==> config.mk <==
export PLATFORM = sky130hd
export DESIGN_NAME = pvcr_regs
export DESIGN_NICKNAME = d
export VERILOG_FILES = /design/src/shared/pvcr_pkg.sv /design/src/hw/pvcr_regs.sv
export SDC_FILE = /design/constraint.sdc
export NUM_CORES = 1
export LEC_CHECK = 0
export ABC_AREA = 1
export BUFFER_PORTS_ARGS = -buffer_cell sky130_fd_sc_hd__buf_2
export CAP_MARGIN = 10
export CORE_AREA = 2 2 89 91
export CTS_BUF_LIST = sky130_fd_sc_hd__clkbuf_8
export DETAILED_ROUTE_END_ITERATION = 7
export DIE_AREA = 0 0 91 93
export GPL_TIMING_DRIVEN = 0
export PLACE_DENSITY = 0.79
export SLEW_MARGIN = 20
export SYNTH_ARGS = -nofsm -noshare
export SYNTH_HDL_FRONTEND = slang
export SYNTH_SLANG_ARGS = --single-unit
==> constraint.sdc <==
create_clock -name clk_i -period 1.2 [get_ports clk_i]
set_input_delay 0.12 -clock clk_i [delete_from_list [all_inputs] [get_ports clk_i]]
set_output_delay 0.12 -clock clk_i [all_outputs]
set_load 0.05 [all_outputs]
==> src/shared/pvcr_pkg.sv <==
package pvcr_pkg;
  // register indices; byte address is four times the index
  localparam logic [7:0] PVCR_IDX_TENBT = 8'h12;
  localparam logic [7:0] PVCR_IDX_PWDN = 8'h13;
  localparam logic [7:0] PVCR_IDX_SPEC = 8'h14;
  // ten_base_t_config_status fields
  localparam int PVCR_TB_LINK_PULSE = 14;
  localparam int PVCR_TB_HEARTBEAT = 13;
  localparam int PVCR_TB_SQUELCH = 12;
  localparam int PVCR_TB_JABBER = 11;
  localparam int PVCR_TB_RSVD_RW = 10;
  localparam int PVCR_TB_POLARITY = 0;
  localparam logic [15:0] PVCR_TB_WMASK = 16'h7C00;
  localparam logic [15:0] PVCR_TB_RESET = 16'h7800;
  // power_down_test_control: nine fields in bits 8..0
  localparam int PVCR_PD_FIELDS = 9;
  localparam logic [15:0] PVCR_PD_WMASK = 16'h01FF;
  localparam logic [15:0] PVCR_PD_RESET = 16'h0000;
  // specified_configuration fields
  localparam int PVCR_SC_TEST_A = 15;
  localparam int PVCR_SC_TEST_B = 14;
  localparam int PVCR_SC_FORCE_SD = 13;
  localparam int PVCR_SC_FEF = 12;
  localparam int PVCR_SC_NEG_FULL_PWR = 11;
  localparam int PVCR_SC_TX10_SAVE = 10;
  localparam int PVCR_SC_XOVER = 7;
  localparam int PVCR_SC_AN_LPBK = 6;
  localparam int PVCR_SC_XOVER_VAL = 5;
  localparam int PVCR_SC_XOVER_DIS = 4;
  localparam int PVCR_SC_MON_HI = 3;
  localparam int PVCR_SC_MON_LO = 2;
  localparam int PVCR_SC_RSVD_RW = 1;
  localparam int PVCR_SC_POWERDOWN_OVERRIDE_VALUE = 0;
  localparam logic [15:0] PVCR_SC_WMASK = 16'hFF7F;
  localparam logic [15:0] PVCR_SC_RESET = 16'h0000;

  typedef struct packed {
    logic link_pulse_enable;
    logic link_good_forced;
    logic heartbeat_active;
    logic squelch_normal;
    logic jabber_enable;
    logic force_signal_detect;
    logic negotiation_full_power;
    logic ten_meg_tx_power_save;
    logic negotiation_internal_loopback;
    logic auto_crossover_run;
    logic [1:0] vendor_test_sel;
    logic far_end_fault_test;
    logic [1:0] monitor_select;
  } pvcr_ctrl_t;
endpackage

==> src/hw/pvcr_regs.sv <==
// Register access over Wishbone is this design's own decision.
`timescale 1ns/1ps
// Operation
// - reserved read-only bits read zero, writes to them discarded
// - link pulse enable resets 1; 0 stops pulses, forces good link, 10M only
// - heartbeat enable resets 1; ignored in full duplex, 10M only
// - jabber enable resets 1; governs 10M full duplex and loopback
// - polarity status reads 1 while reversed 10M polarity is detected
// - selected power-down test fields take state from override value bit
// - force signal detect makes signal detect good in 100M
// - negotiation power bit: 0 saves power, 1 full power in negotiation
// - 10M transmit power bit: 0 full power, 1 power saving
// - crossover state reads 1 in crossed mode, 0 in straight
// - crossover disable stops auto detection; state follows force value
// - negotiation loopback bit runs internal digital loopback test
module pvcr_regs
  import pvcr_pkg::*;
#(
  parameter int ADDR_W = 32
) (
  input wire logic clk_i, // 40 MHz
  input wire logic rst_i, // sync, active high
  input wire logic cyc_i, // wishbone cycle
  input wire logic stb_i, // wishbone strobe
  input wire logic we_i, // write enable
  input wire logic [ADDR_W-1:0] adr_i, // byte address
  input wire logic [3:0] sel_i, // byte lanes
  input wire logic [31:0] dat_i, // write data
  output logic [31:0] dat_o, // read data
  output logic ack_o, // acknowledge
  input wire logic speed_100_i, // 1 = 100M operation
  input wire logic full_duplex_i, // 1 = full duplex
  input wire logic polarity_reversed_i, // from 10M receive logic
  input wire logic auto_crossover_i, // auto detection result, 1 = crossed
  input wire logic signal_detect_i, // raw 100M signal detect
  output pvcr_ctrl_t ctrl_o, // control levels to the transceiver core
  output logic signal_detect_o, // effective signal detect
  output logic crossover_o, // effective crossover state
  output logic [PVCR_PD_FIELDS-1:0] powerdown_o // per-field power-down
);
  logic [15:0] tb_q;
  logic [15:0] pd_q;
  logic [15:0] sc_q;
  logic pol_q;
  logic xover_q;
  logic ack_q;
  logic [31:0] dat_q;
  logic [15:0] wmask_lo;
  logic [15:0] wdat;
  logic req;
  logic wr_go;
  logic adr_ok;
  logic [7:0] idx;

  assign req = cyc_i && stb_i && !ack_q;
  // a write lands only at the edge where the master samples ack high,
  // so an aborted cycle never changes a register
  assign wr_go = cyc_i && stb_i && we_i && ack_q && adr_ok;
  assign adr_ok = (adr_i[1:0] == 2'h0) && (adr_i[ADDR_W-1:10] == '0);
  assign idx = adr_i[9:2];
  assign wmask_lo = {{8{sel_i[1]}}, {8{sel_i[0]}}};
  assign wdat = dat_i[15:0];

  // ack in the cycle after the strobe; dropped the cycle after
  always_ff @(posedge clk_i) begin
    if (rst_i) begin
      ack_q <= 1'b0;
    end else begin
      ack_q <= req;
    end
  end

  // only writable bits take data; reserved read-only bits stay zero
  always_ff @(posedge clk_i) begin
    if (rst_i) begin
      tb_q <= PVCR_TB_RESET;
      pd_q <= PVCR_PD_RESET;
      sc_q <= PVCR_SC_RESET;
    end else if (wr_go) begin
      case (idx)
        PVCR_IDX_TENBT: begin
          tb_q <= (tb_q & ~(PVCR_TB_WMASK & wmask_lo)) | (wdat & PVCR_TB_WMASK & wmask_lo);
        end
        PVCR_IDX_PWDN: begin
          pd_q <= (pd_q & ~(PVCR_PD_WMASK & wmask_lo)) | (wdat & PVCR_PD_WMASK & wmask_lo);
        end
        PVCR_IDX_SPEC: begin
          sc_q <= (sc_q & ~(PVCR_SC_WMASK & wmask_lo)) | (wdat & PVCR_SC_WMASK & wmask_lo);
        end
        default: begin
        end
      endcase
    end
  end

  // live status, registered so reads and outputs see one value
  always_ff @(posedge clk_i) begin
    if (rst_i) begin
      pol_q <= 1'b0;
      xover_q <= 1'b0;
    end else begin
      pol_q <= polarity_reversed_i && !speed_100_i;
      xover_q <= sc_q[PVCR_SC_XOVER_DIS] ? sc_q[PVCR_SC_XOVER_VAL] : auto_crossover_i;
    end
  end

  // unmapped or misaligned addresses read zero and still ack
  always_ff @(posedge clk_i) begin
    if (rst_i) begin
      dat_q <= 32'h0000_0000;
    end else if (req && !we_i) begin
      dat_q <= 32'h0000_0000;
      if (adr_ok) begin
        case (idx)
          PVCR_IDX_TENBT: dat_q[15:0] <= {tb_q[15:1], pol_q};
          PVCR_IDX_PWDN: dat_q[15:0] <= pd_q;
          PVCR_IDX_SPEC: begin
            dat_q[15:0] <= sc_q;
            dat_q[PVCR_SC_XOVER] <= xover_q;
          end
          default: dat_q <= 32'h0000_0000;
        endcase
      end
    end
  end

  // the reserved writable bits are stored but steer nothing
  always_ff @(posedge clk_i) begin
    if (rst_i) begin
      ctrl_o <= '0;
      signal_detect_o <= 1'b0;
      powerdown_o <= '0;
    end else begin
      ctrl_o.link_pulse_enable <= tb_q[PVCR_TB_LINK_PULSE] && !speed_100_i;
      ctrl_o.link_good_forced <= !tb_q[PVCR_TB_LINK_PULSE] && !speed_100_i;
      ctrl_o.heartbeat_active <= tb_q[PVCR_TB_HEARTBEAT] && !speed_100_i
                                 && !full_duplex_i;
      ctrl_o.squelch_normal <= tb_q[PVCR_TB_SQUELCH];
      ctrl_o.jabber_enable <= tb_q[PVCR_TB_JABBER];
      ctrl_o.force_signal_detect <= sc_q[PVCR_SC_FORCE_SD];
      ctrl_o.negotiation_full_power <= sc_q[PVCR_SC_NEG_FULL_PWR];
      ctrl_o.ten_meg_tx_power_save <= sc_q[PVCR_SC_TX10_SAVE];
      ctrl_o.negotiation_internal_loopback <= sc_q[PVCR_SC_AN_LPBK];
      ctrl_o.auto_crossover_run <= !sc_q[PVCR_SC_XOVER_DIS];
      ctrl_o.vendor_test_sel <= {sc_q[PVCR_SC_TEST_A], sc_q[PVCR_SC_TEST_B]};
      ctrl_o.far_end_fault_test <= sc_q[PVCR_SC_FEF];
      ctrl_o.monitor_select <= {sc_q[PVCR_SC_MON_HI], sc_q[PVCR_SC_MON_LO]};
      signal_detect_o <= signal_detect_i || (sc_q[PVCR_SC_FORCE_SD] && speed_100_i);
      powerdown_o <= pd_q[PVCR_PD_FIELDS-1:0] & {PVCR_PD_FIELDS{sc_q[PVCR_SC_POWERDOWN_OVERRIDE_VALUE]}};
    end
  end

  assign ack_o = ack_q;
  assign dat_o = dat_q;
  assign crossover_o = xover_q;
endmodule

==> impl_results.md <==
- Status: complete, but fails checks
- Failing checks: negative setup slack
- Worst-Margin Slew: 0.525 ns
- R2R depth: 6
- Worst slew margin: 65.0%
- Crit path largest cell delay: 0.38 ns
- Final slew viol count: 0
- Gpl congestion: 0.839
- Max-cap violations: 0
- Crit-path cells: nand4_1, inv_2, nand4_4, nand2_1, inv_1, nor2_1
- WHS Endpoint: signal_detect_o
- DRC errors left: 0
- Post-synth top area share: 44.3%
- Warnings from Yosys: 0
- Total gr overflow: 0
- CTS Buffer Depth: 2
- Most frequent cell after synthesis: nand2_1
- Area grow syn2layout: 31.8%
- PnR Total Power: 4.77 mW
- Mapped Cells: 454
- CP max-delay cell: dfxtp_4
- Hpwl dp: 6300 um
- Clk Latency, worst-skew pair: 0.34 ns
- Syn avg cell area: 7.27 um^2
- Vias in the first global route: 2,895
- Die span in y: 93 um
- Launching point of the worst reg2reg path: ack_o
- Top post-synthesis cells by count: 105 x nand2_1, 73 x dfxtp_1, 72 x nor2_1
- Met1 Use GR: 22.5%
- Hold WS: 0.0289 ns
- Unrepaired setup endpoints after global routing: true
- Register area share after synthesis: 44.3%
- Critical path startpoint category: register
- Setup violators final: 29
- DR pass1 iterations: 4
- CP Data Required Time: 1.48 ns
- P per Cell Area: 1100 mW/mm^2
- Final clock skew: 0.00878 ns
- Iter 0 DRT Violations: 132
- Share of cells above drive strength 1: 33.1%
- Reg2reg setup slack: -0.11 ns
- Die Area: 0.00846 mm^2
- CTS clk-pin slew, worst paths: 0.08 ns
- Post-route ant nets: 0
- Data arrival, critical path: 1.59 ns
- Yosys cell types: 29
- Top Usage Layer GRT: met2
- Leak Pwr: 2.20 nW
- Hold path start: signal_detect_i
- Root Driver: clkbuf_8
- Synth area leaders: dfxtp_1 44%, nand2_1 12%, nor2_1 8.2%
- Top FF cell, synth: dfxtp_1
- Hold Path Cell Cnt: 3
- Pin count of the biggest net entering global routing: 13
- Max VDD drop: 0.513 mV
- Post-route setup slack: -0.112 ns
- FP Rows: 32
- EDFF count, synth: 0
- Io pins: 137
- Crit path max fanout: 8
- CTS tree: built
- Crit. End Element: register
- TritonCTS buffer count: 9
- Met3 usage: 4.67%
- Final Critical Period: 1.31 ns
- Routed len/inst: 11.8 um
- Starting density of the core: 43.8%
- CP Class: reg2reg
- WL final: 8160 um
- # H-tree levels: 3
- Global routing usage on met2: 33.8%
- Initial antenna violation count: 0
- Yosys reg bits: 73
- Vias: 3,118
- Hold Path Class: in2reg
- Via density: 4.49
- Fmax: 762 MHz
- Total core area: 0.00753 mm^2
- Die extent in x: 91 um
- GRT Resource Usage Total: 19.0%
- Antenna diode count: 0
- Yosys top cell by area: dfxtp_1
- Post-synth ARST share: 0%
- First-pass GRT wire length: 12,900 um
- Nets: 665
- Port bufs: 100
- Final Cycle Share: 109%
- Cell Area, Synth: 0.00330 mm^2
- CTS sink cnt: 73
- Hold Vio Cnt, Final: 0
- TNS Setup: -2.35 ns
==> metal layers <==
layer | part of all wire [%] | vias to the layer above
li1 | - | 1639
met1 | 42 | 1355
met2 | 49 | 114
met3 | 8.3 | 10
met4 | 1.2 | 0
met5 | 0 | -
==> worst max-delay path by stage <==
stage,start,endpoint,slack (ns),cells after the start
2_1_floorplan,ack_o,dat_o[11],-0.07,5
3_3_place_gp,adr_i[21],register,-0.27,9
3_5_place_dp,adr_i[21],register,-0.32,10
4_1_cts,ack_o,register,-0.1,6
5_1_grt,ack_o,register,-0.20,6
6_report,ack_o,register,-0.11,6
==> critical path, delay by kind of cell, from the launching register on <==
kind	cells	cell delay [ns]
simple gates	4	0.60
flops	1	0.38
buf+inv	2	0.26
==> final cells by class <==
class	instances	area [um^2]
Fill cell	734	3180
Sequential cell	73	1470
Multi-Input combinational cell	291	1460
Timing Repair Buffer	107	561
Inverter	72	285
Buffer	33	264
Clock buffer	12	165
Tap cell	102	128
Clock inverter	4	26.3
==> what timing repair did <==
item / in CTS / in global routing
resized for setup: 6 / 25
hold buffers: 3 / 0
hold endpoints to repair: 3 / 0
endpoints found under the setup margin: 45 / 35
pin swaps: 10 / 11
setup buffers: 2 / 2
cloned: 0 / 0
==> through the flow <==
| stage | util, % | worst slack (ns) | std cells | cell area [um^2] |
|---|---|---|---|---|
| finish | 57.8 | -0.112 | 694 | 4350 |
| global route | 57.8 | -0.199 | 694 | 4350 |
| CTS | 56.6 | -0.0981 | 692 | 4260 |
| detailed placement | 53.1 | -0.316 | 671 | 4000 |
| global placement | 53.1 | -0.269 | 671 | 4000 |
| floorplan | - | -0.0701 | 469 | 3370 |
==> placed cells by master (no fill, tap or decap) <==
cell type      netlist  routed
clkinvlp_4           0       1
clkinv_4             1       1
clkinv_2             0       2
nor3_4               1       1
o21ai_2              0       6
nand4_2              2       1
nor2_1              72      66
clkbuf_1             7       6
nor3_1               4       4
conb_1               1      16
nand4_1             25      25
nor2_2               4       7
clkinv_1             2       2
nand2_2              2       8
dfxtp_1             73      72
nand3_1             20      20
nand2_1            105      99
clkinv_8             0       1
inv_1               65      63
dlygate4sd3_1        0       3
nor3_2               1       1
and2_4               1       1
buf_6                4       4
nor2_8               1       1
nand4_4              2       3
inv_2                4       5
inv_4                0       1
o21ai_1              0       1
o21ai_0             13       6
a21oi_2              0       4
nor2_4               3       6
buf_2                3     103
buf_12               2       2
dfxtp_4              0       1
buf_4               17      21
nand2_4              1       1
nand3_2              1       1
clkbuf_8             0      13
a21oi_1             17      13
==> where the power goes <==
part	internal [mW]	switching (mW)	total (mW)	leakage, nW
clock network	0.916	0.901	1.82	0.0984
logic	0.171	0.340	0.511	1.51
registers	2.43	0.00558	2.44	0.591
total	3.52	1.25	4.77	2.20
==> logic make-up after synthesis <==
family	share of synthesized area (%)
and+or+nand+nor	35.0
buffers and inverters	16.0
DFF	44.3
AOI/OAI and AO/OA	4.55
other	0.114
No activity file was read; power rests on OpenSTA's default activity.
